File: src/core/spp_pkg.sv
// What this block does
// - Lock bits only set back by chip erase.
// - General write lock never gates store writes.
// - General read/write lock ignored by load/store.
// - App lock 10 blocks app writes only.
// - App lock 00 blocks writes, boot-side reads.
// - App lock 01 blocks boot-side reads only.
// - App modes 00/01 mask irqs in app when vectors are in boot.
// - Boot lock 10 blocks boot writes; 11 free.
// - Boot lock 00 blocks writes, app-side reads.
// - Boot lock 01 blocks app-side reads only.
// - Boot modes 00/01 mask irqs in boot when vectors are in app.
// - Fuse selects reset vector 0x0000 or boot.
// - Software has no path to fuses.
// - Ready irq while enabled, global, store idle.
// - Busy flag set on concurrent-section program.
// - Re-enable command clears busy flag.
// - Buffer load clears busy flag.
// - Re-enable needs store within four cycles.
// - Re-enable ignored while store enable set.
// - Re-enable during buffer load aborts load.
// - Store enable clears after store or timeout.
// - Stores act only from loader section.
package spp_pkg;

  localparam int ADDR_W = 13;

  localparam logic [3:0] OFS_CTRL = 4'h0;
  localparam logic [3:0] OFS_LOCK = 4'h4;
  localparam logic [3:0] OFS_FUSE = 4'h8;

  localparam int CTRL_STORE_EN = 0;
  localparam int CTRL_REENABLE = 4;
  localparam int CTRL_BUSY     = 6;
  localparam int CTRL_IRQ_EN   = 7;

  localparam int LOCK_APP_LO  = 0;
  localparam int LOCK_APP_HI  = 1;
  localparam int LOCK_BOOT_LO = 2;
  localparam int LOCK_BOOT_HI = 3;

  localparam logic [3:0]  LOCK_ERASED    = 4'hf;
  localparam logic [2:0]  STORE_WINDOW   = 3'h4;
  localparam logic [12:0] HALTING_SECTION_START     = 13'h1000;
  localparam logic [12:0] APP_RESET_ADDR = 13'h0000;

  typedef enum logic [3:0] {
    SPP_CMD_BUF_LOAD = 4'b0000,
    SPP_CMD_ERASE    = 4'b0001,
    SPP_CMD_WRITE    = 4'b0010,
    SPP_CMD_LOCK_SET = 4'b0100,
    SPP_CMD_REENABLE = 4'b1000
  } spp_cmd_t;

  typedef struct packed {
    logic              valid;
    logic [ADDR_W-1:0] exec_addr;
    logic [ADDR_W-1:0] target_addr;
    logic [15:0]       data;
  } spp_acc_t;

  typedef struct packed {
    logic              start;
    logic              is_write;
    logic [ADDR_W-1:0] page_addr;
  } spp_op_t;

  typedef struct packed {
    logic              load;
    logic              abort;
    logic [ADDR_W-1:0] word_addr;
    logic [15:0]       data;
  } spp_buf_t;

endpackage

File: src/core/spp_lock_check.sv
`timescale 1ns/1ns
// Lock check for one flash section; the top uses one copy per section.
module spp_lock_check (
  // Two-bit lock field of this section
  input  wire logic [1:0] lock,
  // Section membership of the accesses
  input  wire logic       st_tgt_in,
  input  wire logic       ld_exec_in,
  input  wire logic       ld_tgt_in,
  input  wire logic       pc_in,
  input  wire logic       vec_in,
  // Verdicts
  output logic            wr_block,
  output logic            rd_block,
  output logic            irq_block
);

  // Lower bit programmed blocks writes: modes 10 and 00.
  assign wr_block  = st_tgt_in & ~lock[0];
  // Upper bit programmed blocks reads issued from the other section.
  assign rd_block  = ld_tgt_in & ~ld_exec_in & ~lock[1];
  // Running here with vectors in the other section would fetch locked code.
  assign irq_block = pc_in & ~vec_in & ~lock[1];

endmodule

File: src/core/spp_ctrl.sv
`timescale 1ns/1ns
module spp_ctrl (
  // Clock and reset
  input  wire logic                 core_clk,
  input  wire logic                 rst,
  // Avalon-MM slave
  input  wire logic [3:0]           avs_address,
  input  wire logic                 avs_read,
  input  wire logic                 avs_write,
  input  wire logic [3:0]           avs_byteenable,
  input  wire logic [31:0]          avs_writedata,
  output logic [31:0]               avs_readdata,
  output logic                      avs_waitrequest,
  // CPU core side
  input  spp_pkg::spp_acc_t         store_acc,
  input  spp_pkg::spp_acc_t         load_acc,
  input  wire logic [12:0]          core_pc,
  input  wire logic                 global_irq_en,
  input  wire logic                 vec_in_boot,
  input  wire logic [12:0]          boot_start,
  // Non-volatile state and external programming
  input  wire logic [3:0]           lock_nv,
  input  wire logic                 boot_reset_fuse,
  input  wire logic                 chip_erase,
  input  wire logic                 prog_lock_wr,
  input  wire logic [3:0]           prog_lock_data,
  // Flash array side
  input  wire logic                 flash_op_done,
  output spp_pkg::spp_op_t          op_out,
  output spp_pkg::spp_buf_t         buf_out,
  // Verdicts and status
  output logic                      store_deny,
  output logic                      load_grant,
  output logic                      load_deny,
  output logic                      irq_suppress,
  output logic                      prog_ready_irq,
  output logic                      rw_section_busy,
  output logic [3:0]                lock_bits,
  output logic [12:0]               reset_vector
);

  logic                  wait_reg;
  logic [31:0]           rdata_reg;
  logic                  irq_en_reg;
  logic                  store_enable_reg;
  spp_pkg::spp_cmd_t     cmd_reg;
  logic [2:0]            win_reg;
  logic                  op_run_reg;
  logic                  op_wr_reg;
  logic                  busy_reg;
  logic                  buf_loaded_reg;
  logic                  loaded_reg;
  logic [3:0]            lock_reg;
  logic                  fuse_reg;
  logic [12:0]           rvec_reg;
  spp_pkg::spp_op_t      op_reg;
  spp_pkg::spp_buf_t     buf_reg;
  logic                  st_deny_reg;
  logic                  ld_grant_reg;
  logic                  ld_deny_reg;
  logic                  irq_sup_reg;
  logic                  rdy_irq_reg;

  // Bus decode: a request completes on the edge where waitrequest is low.
  wire        bus_req  = avs_read | avs_write;
  wire        bus_take = bus_req & ~wait_reg;
  wire        wait_next = ~(bus_req & wait_reg);
  wire        sel_ctrl = avs_address == spp_pkg::OFS_CTRL;
  wire        sel_lock = avs_address == spp_pkg::OFS_LOCK;
  wire        sel_fuse = avs_address == spp_pkg::OFS_FUSE;
  wire        wr_ctrl  = avs_write & bus_take & sel_ctrl & avs_byteenable[0];
  wire [3:0]  wr_cmd   = avs_writedata[4:1];
  wire        cmd_ok   = avs_writedata[spp_pkg::CTRL_STORE_EN] &
                         ((wr_cmd & (wr_cmd - 4'h1)) == 4'h0);
  // Only the documented command patterns arm, and never over a running store.
  wire        arm      = wr_ctrl & ~store_enable_reg & cmd_ok;
  wire        abort_now = arm & avs_writedata[spp_pkg::CTRL_REENABLE] &
                          buf_loaded_reg;

  wire [7:0]  ctrl_view = {irq_en_reg, busy_reg, 1'b0, cmd_reg, store_enable_reg};
  wire [31:0] rd_mux = sel_ctrl ? {24'h000000, ctrl_view} :
                       sel_lock ? {28'h0000000, lock_reg} :
                       sel_fuse ? {18'h00000, rvec_reg, fuse_reg} :
                       32'h00000000;

  // Section classification of every access, every cycle.
  wire st_exec_boot = store_acc.exec_addr >= boot_start;
  wire st_tgt_boot  = store_acc.target_addr >= boot_start;
  wire st_tgt_rww   = store_acc.target_addr < spp_pkg::HALTING_SECTION_START;
  wire ld_exec_boot = load_acc.exec_addr >= boot_start;
  wire ld_tgt_boot  = load_acc.target_addr >= boot_start;
  wire ld_tgt_rww   = load_acc.target_addr < spp_pkg::HALTING_SECTION_START;
  wire pc_boot      = core_pc >= boot_start;

  logic app_wr_blk;
  logic app_rd_blk;
  logic app_irq_blk;
  logic boot_wr_blk;
  logic boot_rd_blk;
  logic boot_irq_blk;

  spp_lock_check u_app_check (
    .lock       (lock_reg[spp_pkg::LOCK_APP_HI:spp_pkg::LOCK_APP_LO]),
    .st_tgt_in  (~st_tgt_boot),
    .ld_exec_in (~ld_exec_boot),
    .ld_tgt_in  (~ld_tgt_boot),
    .pc_in      (~pc_boot),
    .vec_in     (~vec_in_boot),
    .wr_block   (app_wr_blk),
    .rd_block   (app_rd_blk),
    .irq_block  (app_irq_blk)
  );

  spp_lock_check u_boot_check (
    .lock       (lock_reg[spp_pkg::LOCK_BOOT_HI:spp_pkg::LOCK_BOOT_LO]),
    .st_tgt_in  (st_tgt_boot),
    .ld_exec_in (ld_exec_boot),
    .ld_tgt_in  (ld_tgt_boot),
    .pc_in      (pc_boot),
    .vec_in     (vec_in_boot),
    .wr_block   (boot_wr_blk),
    .rd_block   (boot_rd_blk),
    .irq_block  (boot_irq_blk)
  );

  // Store decode. There is no general lock input at all, so of the lock bits only
  // the two section fields can stop a store or a load.
  wire store_go  = store_acc.valid & store_enable_reg & ~op_run_reg &
                   (win_reg != 3'h0);
  wire store_ok  = store_go & st_exec_boot;
  wire is_prog   = (cmd_reg == spp_pkg::SPP_CMD_ERASE) |
                   (cmd_reg == spp_pkg::SPP_CMD_WRITE);
  wire st_wr_blk = app_wr_blk | boot_wr_blk;
  wire prog_start = store_ok & is_prog & ~st_wr_blk;
  wire st_refuse = store_go & (~st_exec_boot | (is_prog & st_wr_blk));
  wire do_bufld  = store_ok & (cmd_reg == spp_pkg::SPP_CMD_BUF_LOAD);
  wire do_reen   = store_ok & (cmd_reg == spp_pkg::SPP_CMD_REENABLE);
  wire do_lkset  = store_ok & (cmd_reg == spp_pkg::SPP_CMD_LOCK_SET);
  wire op_end    = op_run_reg & flash_op_done;
  // Store enable drops after a plain store, after the window, or at op end.
  wire store_enable_clr = (store_go & ~prog_start) | op_end |
                   (~op_run_reg & ~store_go & (win_reg == 3'h1));

  wire [3:0] lk_sw  = do_lkset ? store_acc.data[3:0] : spp_pkg::LOCK_ERASED;
  wire [3:0] lk_ext = prog_lock_wr ? prog_lock_data : spp_pkg::LOCK_ERASED;
  // Programming only clears lock bits; nothing here can set one back.
  wire [3:0] lock_next = lock_reg & lk_sw & lk_ext;

  wire ld_refuse = app_rd_blk | boot_rd_blk | (busy_reg & ld_tgt_rww);

  always_ff @(posedge core_clk or posedge rst) begin
    if (rst) begin
      wait_reg  <= 1'b1;
      rdata_reg <= 32'h00000000;
    end else begin
      wait_reg <= wait_next;
      if (bus_req & wait_reg) begin
        rdata_reg <= rd_mux;
      end
    end
  end

  always_ff @(posedge core_clk or posedge rst) begin
    if (rst) begin
      irq_en_reg <= 1'b0;
    end else if (wr_ctrl) begin
      irq_en_reg <= avs_writedata[spp_pkg::CTRL_IRQ_EN];
    end
  end

  always_ff @(posedge core_clk or posedge rst) begin
    if (rst) begin
      store_enable_reg <= 1'b0;
      cmd_reg   <= spp_pkg::SPP_CMD_BUF_LOAD;
      win_reg   <= 3'h0;
    end else if (arm) begin
      store_enable_reg <= 1'b1;
      cmd_reg   <= spp_pkg::spp_cmd_t'(wr_cmd);
      win_reg   <= spp_pkg::STORE_WINDOW;
    end else begin
      win_reg <= (store_go || win_reg == 3'h0) ? 3'h0 : win_reg - 3'h1;
      if (store_enable_clr) begin
        store_enable_reg <= 1'b0;
        cmd_reg   <= spp_pkg::SPP_CMD_BUF_LOAD;
      end
    end
  end

  always_ff @(posedge core_clk or posedge rst) begin
    if (rst) begin
      op_run_reg <= 1'b0;
      op_wr_reg  <= 1'b0;
    end else if (prog_start) begin
      op_run_reg <= 1'b1;
      op_wr_reg  <= cmd_reg == spp_pkg::SPP_CMD_WRITE;
    end else if (op_end) begin
      op_run_reg <= 1'b0;
    end
  end

  // Setting wins over clearing for both flags.
  always_ff @(posedge core_clk or posedge rst) begin
    if (rst) begin
      busy_reg       <= 1'b0;
      buf_loaded_reg <= 1'b0;
    end else begin
      if (prog_start & st_tgt_rww) begin
        busy_reg <= 1'b1;
      end else if (do_reen | do_bufld) begin
        busy_reg <= 1'b0;
      end
      if (do_bufld) begin
        buf_loaded_reg <= 1'b1;
      end else if (abort_now | (op_end & op_wr_reg)) begin
        buf_loaded_reg <= 1'b0;
      end
    end
  end

  // Non-volatile values are caught on the first edge after reset release.
  always_ff @(posedge core_clk or posedge rst) begin
    if (rst) begin
      loaded_reg <= 1'b0;
      lock_reg   <= spp_pkg::LOCK_ERASED;
      fuse_reg   <= 1'b1;
    end else if (~loaded_reg) begin
      loaded_reg <= 1'b1;
      lock_reg   <= lock_nv;
      fuse_reg   <= boot_reset_fuse;
    end else if (chip_erase) begin
      lock_reg <= spp_pkg::LOCK_ERASED;
    end else begin
      lock_reg <= lock_next;
    end
  end

  always_ff @(posedge core_clk or posedge rst) begin
    if (rst) begin
      rvec_reg <= spp_pkg::APP_RESET_ADDR;
    end else begin
      rvec_reg <= fuse_reg ? spp_pkg::APP_RESET_ADDR : boot_start;
    end
  end

  always_ff @(posedge core_clk or posedge rst) begin
    if (rst) begin
      op_reg  <= '0;
      buf_reg <= '0;
    end else begin
      op_reg.start     <= prog_start;
      op_reg.is_write  <= cmd_reg == spp_pkg::SPP_CMD_WRITE;
      op_reg.page_addr <= prog_start ? store_acc.target_addr : op_reg.page_addr;
      buf_reg.load     <= do_bufld;
      buf_reg.abort    <= abort_now;
      buf_reg.word_addr <= store_acc.target_addr;
      buf_reg.data     <= store_acc.data;
    end
  end

  always_ff @(posedge core_clk or posedge rst) begin
    if (rst) begin
      st_deny_reg  <= 1'b0;
      ld_grant_reg <= 1'b0;
      ld_deny_reg  <= 1'b0;
      irq_sup_reg  <= 1'b0;
      rdy_irq_reg  <= 1'b0;
    end else begin
      st_deny_reg  <= st_refuse;
      ld_grant_reg <= load_acc.valid & ~ld_refuse;
      ld_deny_reg  <= load_acc.valid & ld_refuse;
      irq_sup_reg  <= app_irq_blk | boot_irq_blk;
      rdy_irq_reg  <= irq_en_reg & global_irq_en & ~store_enable_reg;
    end
  end

  assign avs_waitrequest = wait_reg;
  assign avs_readdata    = rdata_reg;
  assign op_out          = op_reg;
  assign buf_out         = buf_reg;
  assign store_deny      = st_deny_reg;
  assign load_grant      = ld_grant_reg;
  assign load_deny       = ld_deny_reg;
  assign irq_suppress    = irq_sup_reg;
  assign prog_ready_irq  = rdy_irq_reg;
  assign rw_section_busy = busy_reg;
  assign lock_bits       = lock_reg;
  assign reset_vector    = rvec_reg;

  ready_irq_a: assert property (
    @(posedge core_clk) disable iff (rst)
    (irq_en_reg && global_irq_en && !store_enable_reg) |=> prog_ready_irq)
    else $error("ready interrupt not requested");

  store_window_a: assert property (
    @(posedge core_clk) disable iff (rst)
    $rose(store_enable_reg) |-> ##[1:4] (!store_enable_reg || op_run_reg))
    else $error("store enable outlived its window");

  busy_set_a: assert property (
    @(posedge core_clk) disable iff (rst)
    (prog_start && st_tgt_rww) |=> busy_reg ##0 op_out.start)
    else $error("busy flag not set by program start");

  busy_read_a: assert property (
    @(posedge core_clk) disable iff (rst)
    (load_acc.valid && busy_reg && ld_tgt_rww) |=> (load_deny && !load_grant))
    else $error("load of busy section granted");

  app_write_a: assert property (
    @(posedge core_clk) disable iff (rst)
    (store_go && is_prog && !st_tgt_boot && !lock_reg[spp_pkg::LOCK_APP_LO])
      |=> (!op_out.start && store_deny))
    else $error("write to locked application section started");

  app_read_a: assert property (
    @(posedge core_clk) disable iff (rst)
    (load_acc.valid && ld_exec_boot && !ld_tgt_boot &&
     !lock_reg[spp_pkg::LOCK_APP_HI]) |=> load_deny)
    else $error("loader read of locked application allowed");

  boot_read_a: assert property (
    @(posedge core_clk) disable iff (rst)
    (load_acc.valid && !ld_exec_boot && ld_tgt_boot &&
     !lock_reg[spp_pkg::LOCK_BOOT_HI]) |=> load_deny)
    else $error("application read of locked loader allowed");

  app_store_a: assert property (
    @(posedge core_clk) disable iff (rst)
    (store_go && !st_exec_boot) |=> (!op_out.start && !buf_out.load && store_deny))
    else $error("store from application section took effect");

  reen_ignore_a: assert property (
    @(posedge core_clk) disable iff (rst)
    (wr_ctrl && store_enable_reg && !store_enable_clr) |=> $stable(cmd_reg))
    else $error("command accepted while store enable set");

  lock_rise_a: assert property (
    @(posedge core_clk) disable iff (rst)
    (loaded_reg && !chip_erase) |=> ((lock_reg & ~$past(lock_reg)) == 4'h0))
    else $error("lock bit returned without chip erase");

endmodule

File: config.mk
export PLATFORM = sky130hd
export DESIGN_NAME = spp_ctrl
export DESIGN_NICKNAME = d
export VERILOG_FILES = /design/src/core/spp_pkg.sv /design/src/core/spp_lock_check.sv /design/src/core/spp_ctrl.sv
export SDC_FILE = /design/constraint.sdc
export NUM_CORES = 1
export LEC_CHECK = 0
export CAP_MARGIN = 10
export CORE_ASPECT_RATIO = 0.8
export CORE_MARGIN = 2
export CORE_UTILIZATION = 40
export CTS_CLUSTER_DIAMETER = 60
export CTS_CLUSTER_SIZE = 8
export DETAILED_ROUTE_END_ITERATION = 16
export DONT_BUFFER_PORTS = 1
export HOLD_SLACK_MARGIN = 0.12
export PLACE_DENSITY = 0.65
export SLEW_MARGIN = 20
export SYNTH_ARGS = -nofsm -noshare
export SYNTH_HDL_FRONTEND = slang
export SYNTH_SLANG_ARGS = --single-unit
File: constraint.sdc
create_clock -name core_clk -period 3 [get_ports core_clk]
set_input_delay 0.15 -clock core_clk [delete_from_list [all_inputs] [get_ports core_clk]]
set_output_delay 0.15 -clock core_clk [all_outputs]
set_load 0.02 [all_outputs]
==> results of run 1 <==
[path summary, 6_finish.rpt]
kind / start / endpoint / slack [ps] / cells after the start
hold / removal: load_acc[28] / load_grant$_DFF_PP0_ / 120 / 2
hold reg to reg: win_reg[0]$_DFF_PP0_ / win_reg[0]$_DFF_PP0_ / 470 / 1
max in group asynchronous: rst / op_out[7]$_DFFE_PP0P_ / 1660 / 3
setup reg to reg: avs_waitrequest$_DFF_PP1_ / avs_readdata[3]$_DFFE_PP0P_ / 400 / 6
setup / recovery: boot_start[5] / lock_bits[0]$_DFF_PP1_ / 160 / 10
min in group asynchronous: rst / avs_readdata[10]$_DFFE_PP0P_ / 490 / 2
[worst max-delay path, cell delays in order]
cell and delay (ps):
sky130_fd_sc_hd__dlygate4sd3_1 540, sky130_fd_sc_hd__inv_1 160, sky130_fd_sc_hd__ha_1 330, sky130_fd_sc_hd__nand4_1 150
sky130_fd_sc_hd__nor3_2 220, sky130_fd_sc_hd__o21bai_1 140, sky130_fd_sc_hd__a311o_2 470, sky130_fd_sc_hd__nor3_1 210
sky130_fd_sc_hd__o221ai_1 150, sky130_fd_sc_hd__dlygate4sd3_1 600
[cell type report]
class                      count  share of cell area (%)
multi-input combinational    314                    39.7
sequential                    98                    39.1
timing repair buffer          71                    11.0
clock buffer                  10                    3.79
tap                          175                    3.48
inverter                      29                    1.77
clock inverter                 6                    1.13
[logic make-up after synthesis]
kind of cell | synth area share (%)
adder cells (fa/ha/maj) | 16.5
flip-flops | 47.2
AND/OR/NAND/NOR | 9.87
multiplexers | 5.67
other | 0.144
buffers and inverters | 6.08
XOR/XNOR | 0.336
AO/OA/AOI/OAI | 14.1
[through the flow]
step / cells / setup slack [ps] / area [um2]
final: 703 / 156 / 6300
after global routing: 703 / 12.0 / 6300
after CTS: 702 / 24.0 / 6280
after detailed placement: 621 / 586 / 5320
after global placement: 621 / 612 / 5320
after floorplan: 470 / 298 / 5270
[routing by layer]
layer	track usage, %	share of wire [%]	up-vias
met5	0	0	-
met4	6.44	1.6	0
met3	9.11	9.2	18
met2	35.5	48	174
met1	23.6	41	1824
li1	-	-	1751
[cells in the mapped netlist (8+ instances only)]
master | n | area (um2)
sky130_fd_sc_hd__nor2_1 | 25 | 93.8
sky130_fd_sc_hd__o211ai_1 | 8 | 60.1
sky130_fd_sc_hd__a21oi_1 | 18 | 90.1
sky130_fd_sc_hd__o21ai_0 | 24 | 120
sky130_fd_sc_hd__buf_4 | 18 | 135
sky130_fd_sc_hd__ha_1 | 68 | 851
sky130_fd_sc_hd__inv_1 | 29 | 109
sky130_fd_sc_hd__nor3_1 | 9 | 45.0
sky130_fd_sc_hd__a22o_1 | 11 | 96.3
sky130_fd_sc_hd__mux2_4 | 14 | 210
sky130_fd_sc_hd__nand2_1 | 22 | 82.6
sky130_fd_sc_hd__dfrtp_1 | 92 | 2300
[power breakdown]
part           total (mW)  switching (mW)  internal [mW]
clock network        1.20           0.523          0.678
registers            1.54           0.135           1.41
logic               0.509           0.277          0.232
total                3.25           0.934           2.32
[repair_timing]
action                                 4_1_cts  5_1_grt
setup endpoints to repair                    0        4
endpoints found under the hold margin      150        3
resized for setup                            0        3
setup buffers                                0        1
hold buffers                                65        1
==> results.txt, run 1 <==
The final hold violation count came to 0. The run finished with clean final reports. The number of DRC violations after detailed routing came out at 0. The first-pass GRT wire length is 22.0 mm. Data arrives at the worst endpoint at 3120 ps.

The final core utilization came out at 49.3%. The normalized max-slew margin came out at 36.1%. Synthesis produced 453 cells. The initial utilization of the core area, before any placement, comes to 40.8%. For this run, the total global-route usage over all layers was measured as 20.8%. The initial antenna violation count came out at 0. Dividing the synthesized area by the synthesized cell count gives 11.5 um2. The final net count is 761. The worst setup path is captured at a flip-flop. In the layout the commonest cells are sky130_fd_sc_hd__dfrtp_1 (92), sky130_fd_sc_hd__ha_1 (68), sky130_fd_sc_hd__dlygate4sd3_1 (65). The area used by multi-input combinational logic is 2500 um2. The worst-margin pin slew is 958 ps. The fraction of final layout cells with drive strength greater than 1 came out at 10.8%. The final count of pins violating max slew is 0. In this run, the number of DRC markers left after iteration 0 of detailed routing was 117.

The die covers 14000 um2. The number of placement rows is 37. The first detailed-routing pass took 4 iterations.

The critical path required time is 3280 ps. The die span in x is 132 um. The cell leakage power came out at 3.05 nW. In this run the tool buffered the top-level ports with 0 buffer cells. For this block, the routed nets add up to 14.3 mm of wire. The number of warning messages in the yosys log came out at 0. The tree is rooted in a sky130_fd_sc_hd__clkbuf_16. The clock-pin slew of the registers on the worst-case setup and hold paths is 70 ps.

The maximum fanout along the worst path is 6. The total power is 3.25 mW. Of all flip-flops after synthesis, the portion carrying an async set or reset was 100%. The maximum clock path buffer count is 2.

After synthesis the cells add up to 5210 um2. The remaining global-route overflow is 0. The total number of clock tree sinks came out at 98.

TritonCTS built the clock tree. In this run, synthesis inferred 0 flip-flops with an integrated enable. The register area is 2460 um2.

The hold slack is 118 ps. The TritonCTS buffer count is 9. The critical path in this run is classified as input port to flip-flop. The half-perimeter wire length after detailed placement came out at 10.6 mm. Entering global routing, the biggest net connects 80 pins. The flip-flop and latch count after synthesis is 98.

The worst min-delay path category is input port to flip-flop. The power per cell area came out at 517 nW/um2. The insertion delay of the later-clocked pin in the worst-skew pair is 350 ps. Routability-driven placement finished with a final weighted congestion of 0.783.

The most frequent standard cell in the layout excluding fill and tap cells is sky130_fd_sc_hd__dfrtp_1. The register with the most flip-flops in the layout has 31 of them. The setup violation total in the final timing report came out at 0.

The relative area change from synthesis to final layout is 20.9%. In the final routed layout, each cell accounts on average for 20.4 um. The most used flip-flop cell after synthesis is sky130_fd_sc_hd__dfrtp_1. The critical path launch point type is an input port. From bottom edge to top edge, the die measures 106 um. Once detail routing completed, the nets flagged for antenna violations numbered 0. The worst setup skew after layout is 5.96 ps. The tool flagged a number of max-cap violations equal to 0. The filler cells instantiated in the layout total 1168. The number of antenna repair diodes came out at 0. The final period demand of the worst path came out at 2840 ps. The highest attainable clock frequency is 352 MHz. After floorplanning, the core was sized to cover 12800 um2. The detailed-route via count came out at 3767. The level count of the clock H-tree came out at 3.

The post-route setup TNS is 0 ps. The via count of the first global-routing pass is 4078. Setup repair after global routing left no endpoint under its margin. The number of vias per cell came out at 5.36. After layout, the worst path uses 94.8% of the clock period. The count of unique library cells instantiated by Yosys came out at 59.

The top-level I/O count is 272. The maximum vdd drop is 0.294 mV. Sequential elements use 47.2% of the synthesized area.
(Power assumes the default switching activity.)
==> inputs of run 2 (changes only) <==
- CORE_UTILIZATION: 40 -> 45
- PLACE_DENSITY: 0.65 -> 0.71
==> results.txt, run 2 (same netlist as run 1, synthesis figures left out) <==
The final-layout fill cell count came out at 957 (-18%). The setup violation total in the final timing report is 0 (unchanged). TritonCTS built the clock tree. The number of DRC violations after detailed routing was 0 (unchanged). The max-cap violation count came out at 0 (unchanged). The wire length on met3 came to 1.25 mm (-4.7%). The die height came to 100 um (-5.5%). The launch instance of the worst min-delay path is boot_start[4]. The maximum clock path buffer count came out at 2 (unchanged).

The insertion delay of the later-clocked pin in the worst-skew pair is 340 ps (about the same). The final count of pins violating max slew came out at 0 (unchanged). The post-route setup TNS is 0 ps (unchanged).

The pre-CTS setup slack came out at 562 ps (-24.2 ps). The remaining global-route overflow came out at 0 (unchanged). The cell leakage power was 3.06 nW (+0.35%). The number of antenna repair diodes is 0 (unchanged). The routability congestion estimate is 0.791 (+0.98%). The first-pass iteration count of the detailed router is 4 (unchanged). The critical path startpoint is boot_start[10].

The maximum fanout along the worst path is 6 (unchanged). The half-perimeter wire length after detailed placement came to 10.6 mm (-0.34%). The start of the worst register-to-register path is avs_waitrequest$_DFF_PP1_. By startpoint and endpoint, the worst setup path is classified as input port to flip-flop. The level count of the clock H-tree is 3 (unchanged). The worst-margin pin slew is 805 ps (-153 ps).

The total wire length after detailed routing came to 14.2 mm (-0.50%). The first-iteration detailed-routing DRC count is 138 (+18%). The share of the cycle needed by the critical path after routing is 94.7% (-0.14 points). The signal arrival time at the worst endpoint came out at 3100 ps (-20 ps). The TritonCTS buffer count came out at 9 (unchanged). The total number of clock tree sinks came out at 98 (unchanged).

The worst-case setup margin in the final layout was 160 ps (+4.18 ps). The pin count of the biggest net entering global routing is 93 (+16%). The top-level I/O count came out at 272 (unchanged). The starting utilization of the core area came to 45.7% (+5.0 points). The routed wire length on met2 came to 6.87 mm (about the same). The highest attainable clock frequency is 352 MHz (+0.15%). In this run the top signal layer used is met4. The wire length on met1 is 5.83 mm (-1.1%). The area enclosed by the die boundary is 12500 um2 (-11%). The number of placement rows came out at 35 (-5.4%).

The count of input and output buffers came out at 0 (unchanged). The detailed-route via count came out at 3805 (+1.0%). The flow ran to the end, and the final reports show no timing, DRC or antenna violations. The first-pass GRT wire length was 22.0 mm (-0.31%). STA classifies the critical path endpoint as a flip-flop.

The initial antenna violation count came out at 0 (unchanged). The number of vias per cell came out at 5.63 (+5.0%). The min-delay analysis places its worst path in the category input port to flip-flop. The final period demand of the worst path came out at 2840 ps (-4.19 ps). The final net count is 761 (unchanged).

The maximum vdd drop is 0.240 mV (-18%). Leaving out fill and tap cells, the most frequent cell in the layout is sky130_fd_sc_hd__dfrtp_1. The routed wire length per instance is 21.1 um (+3.5%). The die span in x is 124 um (-5.5%). The number of flip-flops in the largest register is 31 (unchanged). The via count of the first global-routing pass is 4018 (-1.5%). The clock tree root driver cell is sky130_fd_sc_hd__clkbuf_16. The fraction of final layout cells with drive strength greater than 1 was 11.2% (+0.38 points). The worst setup skew after layout is 13.5 ps (+7.54 ps).

The clock-pin slew of the registers on the worst-case setup and hold paths was 70 ps (about the same). The final hold violation count came to 0 (unchanged). STA classifies the critical path startpoint as an input port. In the layout the commonest cells are sky130_fd_sc_hd__dfrtp_1 (92), sky130_fd_sc_hd__ha_1 (68), sky130_fd_sc_hd__dlygate4sd3_1 (64). The global-route usage over all layers is 22.6% (+1.9 points).

The number of antenna-violating nets in the routed design is 0 (unchanged). The critical path required time came to 3260 ps (-20 ps). The relative area change from synthesis to final layout came out at 20.8% (about the same). The area of the core region is 11400 um2 (-11%).

The power per cell area is 531 nW/um2 (+2.8%). The normalized max-slew margin is 46.3% (+10 points).
run 2: changes by cell type in the layout (fill, tap and decap cells not counted):
cell                            change
sky130_fd_sc_hd__nor3_2             +2
sky130_fd_sc_hd__inv_6              +3
sky130_fd_sc_hd__buf_4              +1
sky130_fd_sc_hd__bufinv_16          +1
sky130_fd_sc_hd__clkbuf_8           -1
sky130_fd_sc_hd__inv_2              -1
sky130_fd_sc_hd__inv_1              +1
sky130_fd_sc_hd__nor3_1             -2
sky130_fd_sc_hd__dlygate4sd3_1      -1
sky130_fd_sc_hd__clkinv_2           -1
sky130_fd_sc_hd__clkinv_4           -1
sky130_fd_sc_hd__inv_4              -1
run 2: path summary, 6_finish.rpt:
| kind | slack (ps) | cells after the start | to |
|---|---|---|---|
| setup / recovery | 160 | 10 | lock_bits[0]$_DFF_PP1_ |
| hold reg to reg | 470 | 1 | win_reg[0]$_DFF_PP0_ |
| min in group asynchronous | 460 | 2 | reset_vector[7]$_DFF_PP0_ |
| setup reg to reg | 360 | 6 | avs_readdata[2]$_DFFE_PP0P_ |
| max in group asynchronous | 1870 | 3 | load_deny$_DFF_PP0_ |
| hold / removal | 130 | 2 | reset_vector[4]$_DFF_PP0_ |
run 2: layout make-up:
type                    count  area [um2]  share of cell area [%]
clock inverters             7         105                    1.67
inverters                  29         114                    1.81
repair buffers             71         693                    11.0
flip-flops and latches     98        2460                    39.1
multi-input cells         314        2510                    39.9
well taps                 148         185                    2.94
clock buffers               9         225                    3.58
run 2: critical path: stages:
cell and delay [ps]:
sky130_fd_sc_hd__dlygate4sd3_1 540, sky130_fd_sc_hd__inv_1 160, sky130_fd_sc_hd__ha_1 350, sky130_fd_sc_hd__nand4_1 180, sky130_fd_sc_hd__nor3_2 210, sky130_fd_sc_hd__o31ai_1 130, sky130_fd_sc_hd__a311o_2 420, sky130_fd_sc_hd__nor3_1 210
sky130_fd_sc_hd__o221ai_1 150, sky130_fd_sc_hd__dlygate4sd3_1 600
run 2: through the flow:
stage	hold slack, ps	area [um2]	utilization [%]	power [mW]	instances
finish	127	6290	55.3	3.34	676
CTS	120	6280	55.1	3.37	676
floorplan	181	5270	-	1.90	470
global placement	181	5310	46.6	1.97	596
detailed placement	181	5310	46.6	2.00	596
global route	131	6290	55.3	3.51	676
run 2: per-layer routing:
metal / global-route usage [%] / up-vias
met5: 0 / -
met4: 8.47 / 0
met3: 7.04 / 24
met2: 38.9 / 191
met1: 27.0 / 1839
li1: - / 1751
run 2: where the power goes:
part | switching (mW) | internal [mW] | total (mW)
Clock | 0.534 | 0.746 | 1.28
Sequential | 0.137 | 1.41 | 1.55
Combinational | 0.284 | 0.233 | 0.516
Total | 0.955 | 2.39 | 3.34
run 2: repair_timing:
action                                  in CTS  in global routing
hold buffers                                64                  1
hold endpoints to repair                   159                  1
endpoints found under the setup margin       0                  5
resized for setup                            0                  4
setup buffers                                0                  0
==> inputs of run 3 (changes only) <==
- clock period: 3 -> 2.8 ns (I/O delays scaled with it)
==> results.txt, run 3 (same netlist as run 1, synthesis figures left out) <==
The flow ran to the end, and the final reports show no timing, DRC or antenna violations. The number of antenna repair diodes was 0 (unchanged). The pin count of the biggest net entering global routing is 94 (+1.1%). The first-pass iteration count of the detailed router is 4 (unchanged). In this run the worst hold path is classified as input port to flip-flop. The most frequent cell on the critical path is sky130_fd_sc_hd__dlygate4sd3_1. The final count of pins violating max slew is 0 (unchanged). The number of stages on the worst setup path came out at 10 (unchanged).

Setup repair after global routing could not meet its margin everywhere. The signal arrival time at the worst endpoint is 2990 ps (-110 ps). The insertion delay of the later-clocked pin in the worst-skew pair is 340 ps (about the same).

The library cells used most frequently in the layout, excluding fill and tap cells, are sky130_fd_sc_hd__dfrtp_1 (92), sky130_fd_sc_hd__ha_1 (67), sky130_fd_sc_hd__dlygate4sd3_1 (67). The die span in x came out at 124 um (unchanged). The half-perimeter wire length after detailed placement came to 10.4 mm (-1.3%).

The number of flip-flops in the largest register is 31 (unchanged). The final hold violation count came out at 0 (unchanged). The slowest cell on the critical path is sky130_fd_sc_hd__dlygate4sd3_1. The highest attainable clock frequency came out at 366 MHz.

STA classifies the critical path startpoint as an input port. The max-cap violation count is 0 (unchanged). The area of the core region came out at 11400 um2 (unchanged). The maximum single-stage delay on the critical path came out at 600 ps (about the same). The number of antenna-violating nets in the routed design came out at 0 (unchanged). The relative area change from synthesis to final layout came out at 21.1%. Traced cell by cell, the critical path runs through dlygate4sd3_1 -> inv_2 -> ha_1 -> nand4_1 -> nor3_2 -> o31ai_2 -> a311o_2 -> nor3_1 -> o221ai_1 -> dlygate4sd3_1. The maximum fanout along the worst path was 6 (unchanged). The count of input and output buffers came out at 0 (unchanged). The level count of the clock H-tree is 3 (unchanged).

The worst setup skew after layout came out at 10.7 ps (-2.83 ps). The global-route usage over all layers is 22.7% (+0.094 points). The area enclosed by the die boundary is 12500 um2 (unchanged). The first-iteration detailed-routing DRC count is 144 (+4.3%).

The total number of clock tree sinks came to 98 (unchanged). The maximum clock path buffer count is 2 (unchanged). The number of vias per cell came out at 5.67 (+0.74%). The most frequent standard cell in the layout excluding fill and tap cells is sky130_fd_sc_hd__dfrtp_1. The detailed-route via count was 3856 (+1.3%).

The routed wire length per instance is 21.0 um (-0.40%). The worst setup path is captured at a flip-flop. The instance count after placement with tap cells included is 596 (unchanged). The normalized max-slew margin is 46.1% (-0.26 points). The number of placement rows came out at 35 (unchanged).

The cell leakage power is 3.06 nW (-0.24%). The clock-pin slew of the registers on the worst-case setup and hold paths came to 70 ps (about the same). The total power is 3.41 mW (+2.0%).

The final period demand of the worst path came out at 2730 ps. The die height was 100 um (unchanged). The power per cell area is 541 nW/um2 (+1.8%). The critical path is of the input port to flip-flop type. The fraction of final layout cells with drive strength greater than 1 came to 12.0% (+0.86 points). The number of standard cells in the layout, taps in and fillers out is 680 (+0.59%). The remaining global-route overflow is 0 (unchanged). The routability congestion estimate came to 0.836 (+5.8%).

The final-layout fill cell count is 979 (+2.3%). The setup violation total in the final timing report is 0 (unchanged). TritonCTS built the clock tree. The maximum vdd drop is 0.269 mV (+12%). The depth of the most critical reg-to-reg path was 6 (unchanged).

The count of cells along the worst hold path came to 2 (unchanged). Clock tree synthesis selected as its root buffer the cell sky130_fd_sc_hd__clkbuf_16. The number of buffer and inverter instances along the worst setup path came to 3 (unchanged). The number of DRC violations after detailed routing came to 0 (unchanged). The top-level I/O count came out at 272 (unchanged). The TritonCTS buffer count is 9 (unchanged). The initial antenna violation count came out at 0 (unchanged). The via count of the first global-routing pass was 4016 (-0.050%). The final net count came out at 765 (+0.53%).

The worst-margin pin slew was 809 ps (+3.92 ps). The first-pass GRT wire length is 22.1 mm (+0.69%). The gate family responsible for the most delay along the worst path is buffers and inverters. The share of the cycle needed by the critical path after routing came out at 97.6%. The total wire length after detailed routing is 14.3 mm (+0.19%).

The starting utilization of the core area came out at 45.7% (unchanged). The critical path required time came out at 3050 ps (-210 ps).
run 3: final timing paths:
check	start	endpoint	slack, ps
max in group asynchronous	rst	op_out[4]$_DFFE_PP0P_	1700
hold reg to reg	win_reg[0]$_DFF_PP0_	win_reg[0]$_DFF_PP0_	470
setup / recovery	boot_start[12]	lock_bits[2]$_DFF_PP1_	70
hold / removal	boot_start[4]	reset_vector[4]$_DFF_PP0_	130
setup reg to reg	avs_waitrequest$_DFF_PP1_	avs_readdata[1]$_DFFE_PP0P_	290
min in group asynchronous	rst	buf_out[4]$_DFF_PP0_	460
run 3: worst reg2reg max path, stage by stage, from the launching register on:
cell	delay, ps
sky130_fd_sc_hd__dfstp_2	610
sky130_fd_sc_hd__o21ai_1	80
sky130_fd_sc_hd__dlygate4sd3_1	560
sky130_fd_sc_hd__buf_4	200
sky130_fd_sc_hd__nor3_1	170
sky130_fd_sc_hd__dlygate4sd3_1	670
sky130_fd_sc_hd__a22o_1	160
run 3: cell type report:
class	count	area [um2]	area share, %
multi-input cells	314	2520	40.0
flip-flops and latches	98	2460	39.0
repair buffers	75	743	11.8
clock buffers	9	225	3.57
well taps	148	185	2.94
inverters	29	114	1.80
clock inverters	7	57.6	0.912
run 3: through the flow:
| step | cell area, um2 | utilization (%) | worst slack, ps | setup TNS [ps] | hold WS [ps] |
|---|---|---|---|---|---|
| after floorplan | 5270 | - | 108 | 0 | 171 |
| after global placement | 5320 | 46.7 | 451 | 0 | 171 |
| after detailed placement | 5320 | 46.7 | 441 | 0 | 171 |
| after CTS | 6270 | 55.1 | 61.4 | 0 | 126 |
| after global routing | 6310 | 55.4 | -21.6 | -40.4 | 152 |
| final | 6310 | 55.4 | 66.0 | 0 | 131 |
run 3: routing by layer:
| metal | GRT usage [%] | vias to the layer above | part of all wire [%] |
|---|---|---|---|
| met5 | 0 | - | 0 |
| met2 | 39.0 | 189 | 49 |
| met4 | 7.78 | 0 | 1.8 |
| li1 | - | 1761 | - |
| met3 | 7.36 | 16 | 8.9 |
| met1 | 27.3 | 1890 | 41 |
run 3: repair_timing:
action                                  4_1_cts  5_1_grt
gates resized for setup                       0        8
setup buffers                                 0        1
hold buffers                                 67        0
hold endpoints to repair                    165        0
endpoints found under the setup margin        0        5
run 3: power by group:
| group | internal (mW) | switching (mW) |
|---|---|---|
| logic | 0.256 | 0.309 |
| registers | 1.51 | 0.148 |
| clock network | 0.618 | 0.572 |
| total | 2.38 | 1.03 |
